--- src/timer_pkg.sv ---
`default_nettype none
package timer_pkg;

  ////////////////////////////////////////////////////////////////////////////////
  // Register byte addresses, one aligned word each
  localparam logic [7:0] ADDR_STATUS_CONTROL  = 8'h00;
  localparam logic [7:0] ADDR_COUNTER_HIGH    = 8'h04;
  localparam logic [7:0] ADDR_COUNTER_LOW     = 8'h08;
  localparam logic [7:0] ADDR_MODULO_HIGH     = 8'h0C;
  localparam logic [7:0] ADDR_MODULO_LOW      = 8'h10;
  localparam logic [7:0] ADDR_CHANNEL_CONTROL = 8'h14;
  localparam logic [7:0] ADDR_CHANNEL_VALUE_H = 8'h18;
  localparam logic [7:0] ADDR_CHANNEL_VALUE_L = 8'h1C;

  ////////////////////////////////////////////////////////////////////////////////
  // Timer status and control fields
  localparam int OVF_FLAG_BIT   = 7;
  localparam int OVF_IE_BIT     = 6;
  localparam int CENTER_SEL_BIT = 5;
  localparam int CLK_SRC_HI     = 4;
  localparam int CLK_SRC_LO     = 3;
  localparam int PRESCALE_HI    = 2;

  // Channel status and control fields
  localparam int CHAN_FLAG_BIT  = 7;
  localparam int CHAN_IE_BIT    = 6;
  localparam int MODE_HIGH_BIT  = 5;
  localparam int MODE_LOW_BIT   = 4;
  localparam int EDGE_LEVEL_HI  = 3;
  localparam int EDGE_LEVEL_LO  = 2;

  ////////////////////////////////////////////////////////////////////////////////
  // Clock source select encodings
  localparam logic [1:0] CLOCK_SOURCE_SELECT_NONE  = 2'h0;
  localparam logic [1:0] CLOCK_SOURCE_SELECT_BUS   = 2'h1;
  localparam logic [1:0] CLOCK_SOURCE_SELECT_FIXED = 2'h2;
  localparam logic [1:0] CLOCK_SOURCE_SELECT_EXT   = 2'h3;

  // Edge/level select encoding that detaches the pin
  localparam logic [1:0] ELS_DETACHED = 2'h0;

  ////////////////////////////////////////////////////////////////////////////////
  // Values after reset, plus the free-run modulo code and the counter top
  localparam logic [15:0] COUNTER_RESET = 16'h0000;
  localparam logic [15:0] MODULO_RESET  = 16'h0000;
  localparam logic [15:0] CHAN_VAL_RESET = 16'h0000;
  localparam logic [15:0] MODULO_FREE   = 16'h0000;
  localparam logic [15:0] COUNTER_MAX   = 16'hFFFF;

  // AXI responses
  localparam logic [1:0] RESP_OKAY   = 2'h0;
  localparam logic [1:0] RESP_SLVERR = 2'h2;

  typedef enum logic [1:0] {
    MODE_CAPTURE,
    MODE_COMPARE,
    MODE_EDGE_PWM,
    MODE_CENTER_PWM
  } chan_mode_t;

endpackage
`default_nettype wire

--- src/timer_channel_config.sv ---
`timescale 1ns/1ps
`default_nettype none
// Notes on behaviour
// - Counter bytes read coherently in either order
// - Counter or control writes restart coherency
// - Reset clears the counter
// - Background mode freezes counter and latches
// - Up mode: wrap to zero, set overflow
// - Center mode: turn down at modulo, overflow
// - Half-written modulo suppresses overflow flag
// - Modulo resets to zero, meaning free-run
// - Channel interrupt enable at bit six
// - Mode high bit selects edge PWM
// - Mode low bit: capture or compare
// - Edge/level zero detaches the pin
// - Capture edge chosen by edge/level field
// - Compare pin action chosen by field
// - Edge PWM polarity from edge/level field
// - Center select forces center PWM everywhere
// - Overflow flag clears by read then zero
// - Clock source zero stops the timer
module timer_channel_config
  import timer_pkg::*;
(
  // Clock and reset
  input  wire logic        CLK,
  input  wire logic        RST_N,
  // AXI4-Lite write channels
  input  wire logic        AWVALID,
  output logic             AWREADY,
  input  wire logic [7:0]  AWADDR,
  input  wire logic        WVALID,
  output logic             WREADY,
  input  wire logic [31:0] WDATA,
  input  wire logic [3:0]  WSTRB,
  output logic             BVALID,
  input  wire logic        BREADY,
  output logic [1:0]       BRESP,
  // AXI4-Lite read channels
  input  wire logic        ARVALID,
  output logic             ARREADY,
  input  wire logic [7:0]  ARADDR,
  output logic             RVALID,
  input  wire logic        RREADY,
  output logic [31:0]      RDATA,
  output logic [1:0]       RRESP,
  // Device pins
  input  wire logic        BACKGROUND_ACTIVE,
  input  wire logic        FIXED_SYSTEM_CLOCK,
  input  wire logic        CHANNEL_ZERO_PIN_I,
  output logic             CHANNEL_ZERO_PIN_O,
  output logic             CHANNEL_ZERO_PIN_OE,
  // Interrupt requests
  output logic             OVERFLOW_IRQ,
  output logic             CHANNEL_IRQ
);

  typedef struct packed {
    logic        aw_held;
    logic [7:0]  aw_addr;
    logic        w_held;
    logic [7:0]  w_data;
    logic        w_lane0;
    logic        bvalid;
    logic [1:0]  bresp;
    logic        rvalid;
    logic [1:0]  rresp;
    logic [7:0]  rdata;
    logic        overflow_flag;
    logic        tof_armed;
    logic        overflow_irq_enable;
    logic        cpwm;
    logic [1:0]  clock_source_select;
    logic [2:0]  ps;
    logic [6:0]  pre_cnt;
    logic [15:0] cnt;
    logic        count_down;
    logic [15:0] modulo;
    logic [1:0]  mod_pend;
    logic [15:0] cnt_buf;
    logic        cnt_latched;
    logic        latch_first_high;
    logic        chf;
    logic        chf_armed;
    logic        chie;
    logic        msh;
    logic        msl;
    logic [1:0]  els;
    logic [15:0] chv;
    logic        pin_out;
    logic        bdm_s1;
    logic        bdm_s2;
    logic        fix_s1;
    logic        fix_s2;
    logic        fix_s3;
    logic        pin_s1;
    logic        pin_s2;
    logic        pin_s3;
  } state_t;

  state_t      r;
  state_t      n;
  logic        do_wr;
  logic        wr_en;
  logic        do_rd;
  logic        wr_tsc;
  logic        wr_cnt;
  logic        wr_mod_hi;
  logic        wr_mod_lo;
  logic        wr_csc;
  logic        rd_tsc;
  logic        rd_cnt_hi;
  logic        rd_cnt_lo;
  logic        rd_csc;
  logic        src_tick;
  logic        tick;
  logic        ovf;
  logic        ovf_set;
  logic        match;
  logic        rise;
  logic        fall;
  logic        ch_event;
  logic [6:0]  mask;
  logic [15:0] top;
  logic [1:0]  pend_all;
  chan_mode_t  mode;

  function automatic logic is_mapped(input logic [7:0] a);
    case (a)
      ADDR_STATUS_CONTROL, ADDR_COUNTER_HIGH, ADDR_COUNTER_LOW,
      ADDR_MODULO_HIGH, ADDR_MODULO_LOW, ADDR_CHANNEL_CONTROL,
      ADDR_CHANNEL_VALUE_H, ADDR_CHANNEL_VALUE_L: is_mapped = 1'b1;
      default: is_mapped = 1'b0;
    endcase
  endfunction

  ////////////////////////////////////////////////////////////////////////////////
  // Outputs
  assign AWREADY             = !r.aw_held;
  assign WREADY              = !r.w_held;
  assign BVALID              = r.bvalid;
  assign BRESP               = r.bresp;
  assign ARREADY             = !r.rvalid;
  assign RVALID              = r.rvalid;
  assign RDATA               = {24'h000000, r.rdata};
  assign RRESP               = r.rresp;
  assign CHANNEL_ZERO_PIN_O  = r.pin_out;
  assign CHANNEL_ZERO_PIN_OE = (r.els != ELS_DETACHED) && (mode != MODE_CAPTURE);
  assign OVERFLOW_IRQ        = r.overflow_flag && r.overflow_irq_enable && (r.mod_pend == 2'b00);
  assign CHANNEL_IRQ         = r.chf && r.chie;

  ////////////////////////////////////////////////////////////////////////////////
  // Next state
  always_comb begin
    n         = r;
    do_wr     = r.aw_held && r.w_held && !r.bvalid;
    wr_en     = do_wr && r.w_lane0;
    do_rd     = ARVALID && !r.rvalid;
    wr_tsc    = wr_en && (r.aw_addr == ADDR_STATUS_CONTROL);
    wr_cnt    = wr_en && ((r.aw_addr == ADDR_COUNTER_HIGH) || (r.aw_addr == ADDR_COUNTER_LOW));
    wr_mod_hi = wr_en && (r.aw_addr == ADDR_MODULO_HIGH);
    wr_mod_lo = wr_en && (r.aw_addr == ADDR_MODULO_LOW);
    wr_csc    = wr_en && (r.aw_addr == ADDR_CHANNEL_CONTROL);
    rd_tsc    = do_rd && (ARADDR == ADDR_STATUS_CONTROL);
    rd_cnt_hi = do_rd && (ARADDR == ADDR_COUNTER_HIGH);
    rd_cnt_lo = do_rd && (ARADDR == ADDR_COUNTER_LOW);
    rd_csc    = do_rd && (ARADDR == ADDR_CHANNEL_CONTROL);
    rise      = r.pin_s2 && !r.pin_s3;
    fall      = !r.pin_s2 && r.pin_s3;
    ovf       = 1'b0;
    ch_event  = 1'b0;
    pend_all  = r.mod_pend | {wr_mod_lo, wr_mod_hi};

    // Input synchronisers
    n.bdm_s1 = BACKGROUND_ACTIVE;
    n.bdm_s2 = r.bdm_s1;
    n.fix_s1 = FIXED_SYSTEM_CLOCK;
    n.fix_s2 = r.fix_s1;
    n.fix_s3 = r.fix_s2;
    n.pin_s1 = CHANNEL_ZERO_PIN_I;
    n.pin_s2 = r.pin_s1;
    n.pin_s3 = r.pin_s2;

    // Write address and data are taken in either order
    if (AWVALID && !r.aw_held) begin
      n.aw_held = 1'b1;
      n.aw_addr = AWADDR;
    end
    if (WVALID && !r.w_held) begin
      n.w_held  = 1'b1;
      n.w_data  = WDATA[7:0];
      n.w_lane0 = WSTRB[0];
    end
    if (r.bvalid && BREADY) begin
      n.bvalid = 1'b0;
    end
    if (do_wr) begin
      n.aw_held = 1'b0;
      n.w_held  = 1'b0;
      n.bvalid  = 1'b1;
      n.bresp   = is_mapped(r.aw_addr) ? RESP_OKAY : RESP_SLVERR;
    end

    // Read answer one cycle after the address is taken
    if (r.rvalid && RREADY) begin
      n.rvalid = 1'b0;
    end
    if (do_rd) begin
      n.rvalid = 1'b1;
      n.rresp  = is_mapped(ARADDR) ? RESP_OKAY : RESP_SLVERR;
      case (ARADDR)
        ADDR_STATUS_CONTROL:  n.rdata = {r.overflow_flag, r.overflow_irq_enable, r.cpwm, r.clock_source_select, r.ps};
        ADDR_COUNTER_HIGH:    n.rdata = r.cnt_latched ? r.cnt_buf[15:8] : r.cnt[15:8];
        ADDR_COUNTER_LOW:     n.rdata = r.cnt_latched ? r.cnt_buf[7:0] : r.cnt[7:0];
        ADDR_MODULO_HIGH:     n.rdata = r.modulo[15:8];
        ADDR_MODULO_LOW:      n.rdata = r.modulo[7:0];
        ADDR_CHANNEL_CONTROL: n.rdata = {r.chf, r.chie, r.msh, r.msl, r.els, 2'b00};
        ADDR_CHANNEL_VALUE_H: n.rdata = r.chv[15:8];
        ADDR_CHANNEL_VALUE_L: n.rdata = r.chv[7:0];
        default:              n.rdata = 8'h00;
      endcase
    end

    // Clock source and prescaler, halted in background mode
    case (r.clock_source_select)
      CLOCK_SOURCE_SELECT_BUS:   src_tick = 1'b1;
      CLOCK_SOURCE_SELECT_FIXED: src_tick = r.fix_s2 && !r.fix_s3;
      CLOCK_SOURCE_SELECT_EXT:   src_tick = rise;
      default:    src_tick = 1'b0;
    endcase
    mask = 7'((8'h01 << r.ps) - 8'h01);
    tick = src_tick && !r.bdm_s2 && ((r.pre_cnt & mask) == mask);
    if (src_tick && !r.bdm_s2) begin
      n.pre_cnt = r.pre_cnt + 7'h01;
    end

    // Counter
    top = (r.modulo == MODULO_FREE) ? COUNTER_MAX : r.modulo;
    if (tick) begin
      if (!r.cpwm) begin
        if (r.cnt == top) begin
          n.cnt = COUNTER_RESET;
          ovf   = 1'b1;
        end else begin
          n.cnt = r.cnt + 16'h0001;
        end
      end else if (!r.count_down) begin
        if (r.cnt >= top) begin
          n.count_down = 1'b1;
          n.cnt        = r.cnt - 16'h0001;
          ovf          = 1'b1;
        end else begin
          n.cnt = r.cnt + 16'h0001;
        end
      end else if (r.cnt == COUNTER_RESET) begin
        n.count_down = 1'b0;
        n.cnt        = r.cnt + 16'h0001;
      end else begin
        n.cnt = r.cnt - 16'h0001;
      end
    end
    ovf_set = ovf && (r.mod_pend == 2'b00);

    // Counter read coherency, frozen in background mode
    if (!r.bdm_s2 && (rd_cnt_hi || rd_cnt_lo)) begin
      if (!r.cnt_latched) begin
        n.cnt_latched      = 1'b1;
        n.cnt_buf          = r.cnt;
        n.latch_first_high = rd_cnt_hi;
      end else if (rd_cnt_hi != r.latch_first_high) begin
        n.cnt_latched = 1'b0;
      end
    end

    // Channel function
    if (r.cpwm) begin
      mode = MODE_CENTER_PWM;
    end else if (r.msh) begin
      mode = MODE_EDGE_PWM;
    end else if (r.msl) begin
      mode = MODE_COMPARE;
    end else begin
      mode = MODE_CAPTURE;
    end
    match = tick && (r.cnt == r.chv);
    case (mode)
      MODE_CAPTURE: begin
        if ((r.els[0] && rise) || (r.els[1] && fall)) begin
          ch_event = 1'b1;
          n.chv    = r.cnt;
        end
      end
      MODE_COMPARE: begin
        if (match) begin
          ch_event = 1'b1;
          case (r.els)
            2'b01:   n.pin_out = !r.pin_out;
            2'b10:   n.pin_out = 1'b0;
            2'b11:   n.pin_out = 1'b1;
            default: n.pin_out = r.pin_out;
          endcase
        end
      end
      MODE_EDGE_PWM: begin
        if (match) begin
          ch_event  = 1'b1;
          n.pin_out = r.els[0];
        end
        if (ovf) begin
          n.pin_out = !r.els[0];
        end
      end
      MODE_CENTER_PWM: begin
        if (match) begin
          ch_event  = 1'b1;
          n.pin_out = r.count_down ? !r.els[0] : r.els[0];
        end
      end
      default: ch_event = 1'b0;
    endcase

    // Flag clearing: read while set arms, write of zero clears
    if (rd_tsc && r.overflow_flag) begin
      n.tof_armed = 1'b1;
    end
    if (wr_tsc && !r.w_data[OVF_FLAG_BIT] && r.tof_armed) begin
      n.overflow_flag       = 1'b0;
      n.tof_armed = 1'b0;
    end
    if (ovf_set) begin
      n.overflow_flag       = 1'b1;
      n.tof_armed = 1'b0;
    end
    if (rd_csc && r.chf) begin
      n.chf_armed = 1'b1;
    end
    if (wr_csc && !r.w_data[CHAN_FLAG_BIT] && r.chf_armed) begin
      n.chf       = 1'b0;
      n.chf_armed = 1'b0;
    end
    if (ch_event) begin
      n.chf       = 1'b1;
      n.chf_armed = 1'b0;
    end

    // Register writes
    if (wr_tsc) begin
      n.overflow_irq_enable        = r.w_data[OVF_IE_BIT];
      n.cpwm        = r.w_data[CENTER_SEL_BIT];
      n.clock_source_select        = r.w_data[CLK_SRC_HI:CLK_SRC_LO];
      n.ps          = r.w_data[PRESCALE_HI:0];
      n.cnt_latched = 1'b0;
    end
    if (wr_cnt) begin
      n.cnt         = COUNTER_RESET;
      n.count_down  = 1'b0;
      n.pre_cnt     = 7'h00;
      n.cnt_latched = 1'b0;
    end
    if (wr_mod_hi) begin
      n.modulo[15:8] = r.w_data;
    end
    if (wr_mod_lo) begin
      n.modulo[7:0] = r.w_data;
    end
    if (wr_mod_hi || wr_mod_lo) begin
      n.mod_pend = (pend_all == 2'b11) ? 2'b00 : pend_all;
    end
    if (wr_csc) begin
      n.chie = r.w_data[CHAN_IE_BIT];
      n.msh  = r.w_data[MODE_HIGH_BIT];
      n.msl  = r.w_data[MODE_LOW_BIT];
      n.els  = r.w_data[EDGE_LEVEL_HI:EDGE_LEVEL_LO];
    end
    if (wr_en && (r.aw_addr == ADDR_CHANNEL_VALUE_H)) begin
      n.chv[15:8] = r.w_data;
    end
    if (wr_en && (r.aw_addr == ADDR_CHANNEL_VALUE_L)) begin
      n.chv[7:0] = r.w_data;
    end
  end

  ////////////////////////////////////////////////////////////////////////////////
  // State register
  always_ff @(posedge CLK or negedge RST_N) begin
    if (!RST_N) begin
      r        <= '0;
      r.cnt    <= COUNTER_RESET;
      r.modulo <= MODULO_RESET;
      r.chv    <= CHAN_VAL_RESET;
    end else begin
      r <= n;
    end
  end
endmodule
`default_nettype wire

--- config.mk ---
export PLATFORM = sky130hd
export DESIGN_NAME = timer_channel_config
export DESIGN_NICKNAME = d
export VERILOG_FILES = /design/src/timer_pkg.sv /design/src/timer_channel_config.sv
export SDC_FILE = /design/constraint.sdc
export NUM_CORES = 1
export LEC_CHECK = 0
export ABC_AREA = 0
export CAP_MARGIN = 30
export CORE_MARGIN = 1
export CORE_UTILIZATION = 45
export DETAILED_ROUTE_END_ITERATION = 16
export DONT_BUFFER_PORTS = 1
export GPL_TIMING_DRIVEN = 1
export SYNTH_ARGS = -nofsm -noshare
export SYNTH_HDL_FRONTEND = slang
export SYNTH_SLANG_ARGS = --single-unit
--- constraint.sdc ---
create_clock -name CLK -period 3.6 [get_ports CLK]
set_clock_uncertainty 0.2 [all_clocks]
set_input_delay 0.9 -clock CLK [delete_from_list [all_inputs] [get_ports CLK]]
set_output_delay 0.9 -clock CLK [all_outputs]
set_load 0.01 [all_outputs]
==> reports/qor.yml, run 1 <==
synth:
  synth-async-reset-ratio_pct: 100
  synth.largest_area_cell: "dfrtp_1"
  synth_area_per_cell_um2: 9.39
  synth_area_mm2: 0.00803
  synthDistinctLibCells: 72
  synth_edf_count: 0
  yosys_warnings: 0
  synthTopCellsByCount: "dfrtp_1, nand2_1, nor2_1"
  synth_most_common_cell: "dfrtp_1"
  post-synth-top-area-fraction_pct: 41.1
  post_synth_main_area_contributors: "dfrtp_1, mux2_2, nand2_1, mux2i_1, buf_4"
  synth_ff_type: "dfrtp_1"
  synth_seq_cells: 132
  synthesis.instances: 855
  seq_area_frac_synth_pct: 41.1
route:
  drt-wirelength-per-cell_um: 21.2
  detailedRoute.firstPassIterationCount: 5
  post-route-drc-count: 0
  vias: 6691
  postRouteAntennaNets: 0
  vias_per_cell: 6.04
  wirelength_mm: 23.5
  drt_first_iter_violations: 576
worst_setup_path:
  critical_path_peak_fanout: 8
  regToRegSetupSlack_ps: 160
  worstPathRequired_ps: 3710
  critical_path_class: "reg2reg"
  timing.rr.end: "r[78]$_DFFE_PN0P_"
  crit_path_start_kind: "register"
  arrival_ps: 3560
  reg2reg_depth: 13
  worstSetupEndpointType: "register"
  timing.rr.start: "r[60]$_DFFE_PN0P_"
  crit_start: "r[60]$_DFFE_PN0P_"
final_layout:
  fin_nets: 951
  layout-area-overhead-vs-synth_pct: 11.3
  final_cells: 1107
  final_antenna_diode_count: 0
  n_fill_cell: 1621
  final_layout_size_suffix_gt1_share_pct: 18.3
pwr:
  switching_power_uw: 2080
  max-vdd-ir-drop_mv: 0.361
  swShare_pct: 38.0
  seq_power_share_pct: 37.6
  comb_power_share_pct: 31.4
  static-leakage-power_uw: 0.00401
  internal_power_uw: 3400
  clkPwrFrac_pct: 31.0
  power_per_cell_area_mw_per_mm2: 614
min_path:
  hp-class: "in2async"
floorplanning:
  die_height_um: 136
  row_count: 48
  dieArea_mm2: 0.0184
  initial_core_utilization_pct: 46.3
  floorplan.die.width_um: 136
  core_mm2: 0.0174
  io_pins: 107
cts:
  cts_clk_pin_slew_worst_paths_ps: 70
  total_number_of_h_tree_levels: 4
  cts-buffers-inserted: 17
  cts.root.buffer_cell: "clkbuf_16"
  clkLatencyLatePin_ps: 430
  cts_setup_buffers: 0
  cts_max_path_buffers: 2
  cts_sinks: 132
  cts_tree: "done"
global_routing:
  grt_pass1_vias: 6554
  grt_antenna_before_repair: 0
  global_route.overflow_total: 0
  grt_pass1_wl_mm: 36.8
  grt_start_max_net_pins: 133
  grtUsageTotal_pct: 26.8
timing:
  max-slew-margin-rel_pct: 42.7
  timing.hold.ws_ps: -41.0
  final_period_minus_worst_setup_slack_ps: 3440
  post-route-period-util_pct: 95.7
  timing_hold_violations_final: 109
  setup_viol_count_final: 0
  worstMarginPinSlew_ps: 860
  finalMaxSlewViolations: 0
  max_freq_mhz: 290
outcome:
  run_status: "finished, violations left"
  violations: "hold timing"
placed_design:
  half_perimeter_wire_length_of_the_detailed_placement_result_mm: 16.9
  placed_cells: 1075
  portBuffers: 0
  place_congestion: 0.922
run:
  cap_viol_max_count: 0
[per-stage QoR]
stage / worst slack [ps] / power, µW / util [%] / setup TNS [ps] / area (µm²)
finish: 156 / 5490 / 51.5 / 0 / 8940
global route: -53.0 / 5790 / 51.5 / -145 / 8940
CTS: 18.2 / 5470 / 51.3 / 0 / 8910
detailed placement: -76.3 / 3760 / 48.0 / -318 / 8340
global placement: -51.4 / 3670 / 48.0 / -193 / 8340
floorplan: 112 / 3200 / - / 0 / 8120
[cells in the final DEF, fill, tap and decap left out, types with 26 or more instances in the layout]
master / count
dfrtp_1: 132
nand2_1: 107
nor2_1: 57
buf_4: 56
o21ai_0: 54
mux2_2: 46
mux2i_1: 40
a21oi_1: 31
conb_1: 26
[logic make-up (layout without fill, tap and decap cells)]
kind of cell / after synthesis / count (layout) / synth area share, %
compound gates: 183 / 183 / 15.2
fa+ha+maj: 20 / 20 / 3.12
buf+inv: 110 / 112 / 7.37
flops: 132 / 132 / 41.1
xor+xnor: 26 / 26 / 2.84
mux: 86 / 86 / 11.4
simple gates: 297 / 297 / 18.9
other cells: 1 / 26 / 0.0467
[critical path: stages, from the launching register on]
cell and delay (ps):
dfrtp_1 400, nor4_2 300, and4_4 310, buf_4 150
nor2_1 50, ha_1 280, and4_1 210, nor4b_2 170
buf_4 150, a22oi_1 150, buf_4 190, nand3_2 190
buf_4 280, o311ai_1 310
[power groups by stage]
stage / Combinational (µW) / Clock, µW / Sequential [µW]
floorplan: 1290 / 0 / 1900
global placement: 1610 / 0 / 2060
detailed placement: 1680 / 0 / 2080
CTS: 1700 / 1720 / 2050
global route: 1930 / 1770 / 2090
finish: 1720 / 1700 / 2060
[worst max path at each step]
stage                   endpoint  depth (start not counted)
3_3_place_gp   r[80]$_DFFE_PN0P_                         14
6_report       r[78]$_DFFE_PN0P_                         13
3_5_place_dp   r[80]$_DFFE_PN0P_                         14
5_1_grt        r[78]$_DFFE_PN0P_                         13
4_1_cts        r[78]$_DFFE_PN0P_                         13
2_1_floorplan  r[83]$_DFFE_PN0P_                         12
[sequential cells by signal, summed over array words and instances (netlist names)]
register,cells
r,114
RDATA,8
n,5
BRESP,1
BVALID,1
CHANNEL_ZERO_PIN_O,1
RRESP,1
RVALID,1
[area by class of cell]
class	count	area [µm²]	area share (%)
Clock buffer	17	425	4.76
Sequential cell	132	3300	36.9
Inverter	23	86.3	0.966
Multi-Input combinational cell	638	4270	47.7
Timing Repair Buffer	57	440	4.93
Tap cell	225	282	3.15
Clock inverter	15	138	1.54
[metal layers]
layer  GRT usage, %  vias to the layer above  part of all wire [%]
met5              0                        -                     0
met4           10.4                        0                   3.0
met3           5.27                       46                   7.5
met2           42.0                      291                    46
met1           36.4                     3299                    43
li1               -                     3055                     -
[timing repair]
item | CTS | global route
hold endpoints to repair | 132 | 132
endpoints found under the setup margin | 9 | 17
gates resized for setup | 3 | 8
(Power assumes the default switching activity.)
==> run 2, diff against run 1 <==
REMOVE_ABC_BUFFERS = 1   (was default)
==> reports/qor.yml, run 2 (synthesized netlist as in run 1, its figures left out) <==
timing:
  timing_hold_violations_final: 132
  timing.setup.tns_ps: 0
  worstMarginPinSlew_ps: 881
  max_freq_mhz: 289
  worst_slack_ps: 140
  timing.hold.ws_ps: -45.1
  max-slew-margin-rel_pct: 41.3
  final_period_minus_worst_setup_slack_ps: 3460
  finalMaxSlewViolations: 0
  post-route-period-util_pct: 96.1
  setup_viol_count_final: 0
run:
  cap_viol_max_count: 0
final_layout:
  final_layout_size_suffix_gt1_share_pct: 17.0
  most-common-layout-cells: "dfrtp_1, nand2_1, nor2_1"
  final_cells: 1096
  layout-area-overhead-vs-synth_pct: 11.0
  largest_register_ffs: 114
  n_fill_cell: 1604
  regMostFlops: "r"
  final_antenna_diode_count: 0
  fin_nets: 941
  finalInstanceArea_mm2: 0.00891
  layout.cells.most_common: "dfrtp_1"
route:
  vias_per_cell: 6.05
  postRouteAntennaNets: 0
  wirelength_mm: 23.6
  drt-wirelength-per-cell_um: 21.6
  drt_first_iter_violations: 619
  detailedRoute.firstPassIterationCount: 5
  vias: 6630
  post-route-drc-count: 0
global_routing:
  grtUsageTotal_pct: 27.0
  grt_util_met3_pct: 5.35
  grt_pass1_wl_mm: 36.8
  grt_pass1_vias: 6474
  grt_antenna_before_repair: 0
  busiest_layer: "met2"
  grt_start_max_net_pins: 133
  global_route.overflow_total: 0
  globalRouteMet2Util_pct: 43.1
  groute.layer.met1.usage_pct: 36.1
worst_setup_path:
  critPathMostFrequentCell: "nor2_1"
  crit_start: "r[57]$_DFFE_PN0P_"
  regToRegSetupSlack_ps: 140
  critical_path.n_buffers_inverters: 1
  timing.rr.end: "r[76]$_DFFE_PN0P_"
  worstSetupEndpointType: "register"
  timing.rr.start: "r[57]$_DFFE_PN0P_"
  reg2reg_depth: 12
  number_of_gates_on_the_worst_path_with_buffers_counted: 12
  cp_slowest_stage_delay_ps: 440
  crit_family: "simple AND/OR/NAND/NOR gates"
  worstPathRequired_ps: 3750
  arrival_ps: 3610
  critical_path_peak_fanout: 16
  crit_chain: "nor4_2 > and4_1 > buf_12 > nor2_1 > ha_1 > nand4_1 > nor3_1 > nor2_1 > and4_2 > or3_1 > a211o_1 > o21ai_1"
  slowest_stage: "dfrtp_1"
  critical_path_class: "reg2reg"
  crit_path_start_kind: "register"
  critPathCapture: "r[76]$_DFFE_PN0P_"
cts:
  cts.root.buffer_cell: "clkbuf_16"
  clkLatencyLatePin_ps: 430
  cts-buffers-inserted: 17
  cts_max_path_buffers: 2
  cts_clk_pin_slew_worst_paths_ps: 70
  cts_tree: "done"
  cts_sinks: 132
  total_number_of_h_tree_levels: 4
outcome:
  run_status: "finished, violations left"
  violations: "hold timing"
pwr:
  static-leakage-power_uw: 0.00397
  fin_total_pwr_uw: 5500
  max-vdd-ir-drop_mv: 0.442
  power_per_cell_area_mw_per_mm2: 617
placed_design:
  half_perimeter_wire_length_of_the_detailed_placement_result_mm: 17.3
  detailedPlace.worstSlack_ps: 75.7
  post_dp_cell_area_mm2: 0.00829
  portBuffers: 0
  place_congestion: 0.923
  placed_cells: 1065
floorplanning:
  row_count: 48
  initial_core_utilization_pct: 46.3
  die_height_um: 136
  core_mm2: 0.0174
  dieArea_mm2: 0.0184
  io_pins: 107
  floorplan.die.width_um: 136
min_path:
  hp-class: "in2async"
[run 2: cell count changes in the layout (fill, tap and decap cells not counted), moves of 2 or more]
| cell | change |
|---|---|
| clkinv_4 | +2 |
| inv_6 | -3 |
| buf_12 | +2 |
| clkbuf_1 | +2 |
| buf_4 | -12 |
| bufinv_16 | +2 |
| inv_8 | -3 |
[run 2: power breakdown]
part           internal [µW]  total, µW  leakage (µW)  switching (µW)
Clock                   1030       1740      0.000277             709
Combinational            741       1690       0.00194             944
Sequential              1710       2080       0.00176             371
[run 2: final cells by class]
type | count | area (µm²) | area share [%]
clock inverters | 12 | 148 | 1.66
multi-input cells | 638 | 4270 | 47.9
clock buffers | 19 | 433 | 4.86
repair buffers | 47 | 390 | 4.38
flip-flops and latches | 132 | 3300 | 37.1
inverters | 23 | 86.3 | 0.969
well taps | 225 | 282 | 3.16
[run 2: timing repair]
item	CTS	global route
endpoints found under the setup margin	0	16
hold endpoints to repair	132	132
gates resized for setup	0	9
setup buffers	0	0
[run 2: worst min-delay path by stage]
stage	to	slack, ps	startpoint	cells past startpoint
global route	r[100]$_DFFE_PN0N_	-60	RST_N	0
global placement	n[0]$_DFF_PN0_	140	n[1]$_DFF_PN0_	0
detailed placement	r[6]$_DFF_PN0_	130	n[6]$_DFF_PN0_	0
finish	r[99]$_DFFE_PN0P_	-50	RST_N	0
CTS	r[99]$_DFFE_PN0P_	-50	RST_N	0
floorplan	n[0]$_DFF_PN0_	130	n[1]$_DFF_PN0_	0
[run 2: worst register-to-register path, delay by kind of cell (launching register included)]
family / cells / cell delay [ps]
AOI/OAI and AO/OA: 2 / 380
adders and majority gates: 1 / 300
buffers and inverters: 1 / 150
DFF: 1 / 440
and+or+nand+nor: 8 / 1910
[run 2: stage by stage]
| stage | util (%) | hold slack, ps |
|---|---|---|
| CTS | 51.1 | -51.8 |
| floorplan | - | 131 |
| detailed placement | 47.8 | 135 |
| global route | 51.3 | -61.0 |
| finish | 51.3 | -45.1 |
| global placement | 47.8 | 135 |
[run 2: metal layers]
metal  wire length (µm)  vias to the layer above  part of all wire [%]
met5                  0                        -                     0
met4                500                        0                   2.1
met3               1580                       43                   6.7
met2              11000                      282                    47
met1              10500                     3262                    45
li1                   -                     3043                     -
==> run 3, diff against run 2 <==
RECOVER_POWER = 100   (was default)
==> reports/qor.yml, run 3 (synthesized netlist as in run 1, its figures left out) <==
floorplanning:
  floorplan.die.width_um: 136
  io_pins: 107
  row_count: 48
  initial_core_utilization_pct: 46.3
  dieArea_mm2: 0.0184
  core_mm2: 0.0174
  die_height_um: 136
global_routing:
  grt_start_max_net_pins: 133
  grtUsageTotal_pct: 27.0
  global_route.overflow_total: 0
  grt_pass1_wl_mm: 36.8
  grt_pass1_vias: 6474
  grt_antenna_before_repair: 0
min_path:
  hp-class: "in2async"
final_layout:
  final_cells: 1096
  regMostFlops: "r"
  fin_nets: 941
  final_layout_size_suffix_gt1_share_pct: 15.5
  layout.cells.most_common: "dfrtp_1"
  most-common-layout-cells: "dfrtp_1, nand2_1, nor2_1"
  layout-area-overhead-vs-synth_pct: 10.4
  largest_register_ffs: 114
  n_fill_cell: 1617
  final_antenna_diode_count: 0
run:
  cap_viol_max_count: 0
cts:
  cts_clk_pin_slew_worst_paths_ps: 70
  cts_setup_buffers: 0
  cts_max_path_buffers: 2
  cts-buffers-inserted: 17
  total_number_of_h_tree_levels: 4
  clkLatencyLatePin_ps: 430
  cts_tree: "done"
  cts_sinks: 132
  cts.root.buffer_cell: "clkbuf_16"
timing:
  post-route-period-util_pct: 96.0
  worst_slack_ps: 143
  max_freq_mhz: 289
  final_period_minus_worst_setup_slack_ps: 3460
  setup_viol_count_final: 0
  worstMarginPinSlew_ps: 1290
  max-slew-margin-rel_pct: 13.7
  timing.hold.ws_ps: -41.3
  finalMaxSlewViolations: 0
  timing_hold_violations_final: 132
  timing.setup.tns_ps: 0
pwr:
  max-vdd-ir-drop_mv: 0.447
  power_per_cell_area_mw_per_mm2: 619
  fin_total_pwr_uw: 5480
  static-leakage-power_uw: 0.00393
route:
  met3WireLength_mm: 1.74
  postRouteAntennaNets: 0
  drt-wirelength-per-cell_um: 21.5
  detailedRoute.firstPassIterationCount: 5
  drt_first_iter_violations: 597
  wirelength_mm: 23.5
  wl_met2_mm: 11.0
  drt-met1-wl_mm: 10.3
  highest-signal-layer: "met4"
  vias_per_cell: 6.06
  vias: 6647
  post-route-drc-count: 0
worst_setup_path:
  arrival_ps: 3610
  reg2reg_depth: 12
  critical_path_peak_fanout: 16
  worstSetupEndpointType: "register"
  critical_path_class: "reg2reg"
  worstPathRequired_ps: 3750
  crit_path_start_kind: "register"
outcome:
  violations: "hold timing"
  run_status: "finished, violations left"
placed_design:
  placed_cells: 1065
  detailedPlace.worstSlack_ps: 75.7
  half_perimeter_wire_length_of_the_detailed_placement_result_mm: 17.3
  place_congestion: 0.923
  portBuffers: 0
==> run 3: per-stage QoR <==
| step | hold slack [ps] | cell area, µm² | utilization, % |
|---|---|---|---|
| global route | -61.0 | 8860 | 51.1 |
| CTS | -51.8 | 8870 | 51.1 |
| floorplan | 131 | 7620 | - |
| finish | -41.3 | 8860 | 51.1 |
| global placement | 135 | 8290 | 47.8 |
| detailed placement | 135 | 8290 | 47.8 |
==> run 3: layout make-up <==
cell class / instances / area, µm² / area share [%]
clock buffers: 19 / 433 / 4.89
multi-input cells: 638 / 4260 / 48.0
clock inverters: 12 / 148 / 1.67
flip-flops and latches: 132 / 3300 / 37.3
inverters: 23 / 86.3 / 0.974
repair buffers: 47 / 353 / 3.98
well taps: 225 / 282 / 3.18
==> run 3: repair_timing <==
action / in CTS / in global routing
hold endpoints to repair: 132 / 132
gates resized for setup: 0 / 9
endpoints found under the setup margin: 0 / 16
==> run 3: per-layer routing <==
| layer | global-route usage, % | up-vias |
|---|---|---|
| li1 | - | 3039 |
| met1 | 36.1 | 3276 |
| met2 | 43.1 | 295 |
| met3 | 5.35 | 37 |
| met4 | 10.2 | 0 |
| met5 | 0 | - |
==> run 3: worst max-delay path: stages, from the launching register on <==
cell	delay [ps]
dfrtp_1	440
nor4_2	280
and4_1	270
buf_12	150
nor2_1	50
ha_1	320
nand4_1	190
nor3_1	240
nor2_1	90
and4_2	350
or3_1	430
a211o_1	310
o21ai_1	70
==> run 3: power by group <==
group	internal [µW]	switching, µW
registers	1710	366
clock network	1030	708
logic	733	937
==> run 3: path summary, 6_finish.rpt <==
path / from / end / slack [ps]
max: r[57]$_DFFE_PN0P_ / r[76]$_DFFE_PN0P_ / 140
min: RST_N / r[99]$_DFFE_PN0P_ / -40
max reg2reg: r[57]$_DFFE_PN0P_ / r[76]$_DFFE_PN0P_ / 140
min reg2reg: n[6]$_DFF_PN0_ / r[6]$_DFF_PN0_ / 140
max in group asynchronous: RST_N / r[90]$_DFFE_PN0P_ / 3110
min in group CLK: n[6]$_DFF_PN0_ / r[6]$_DFF_PN0_ / 140
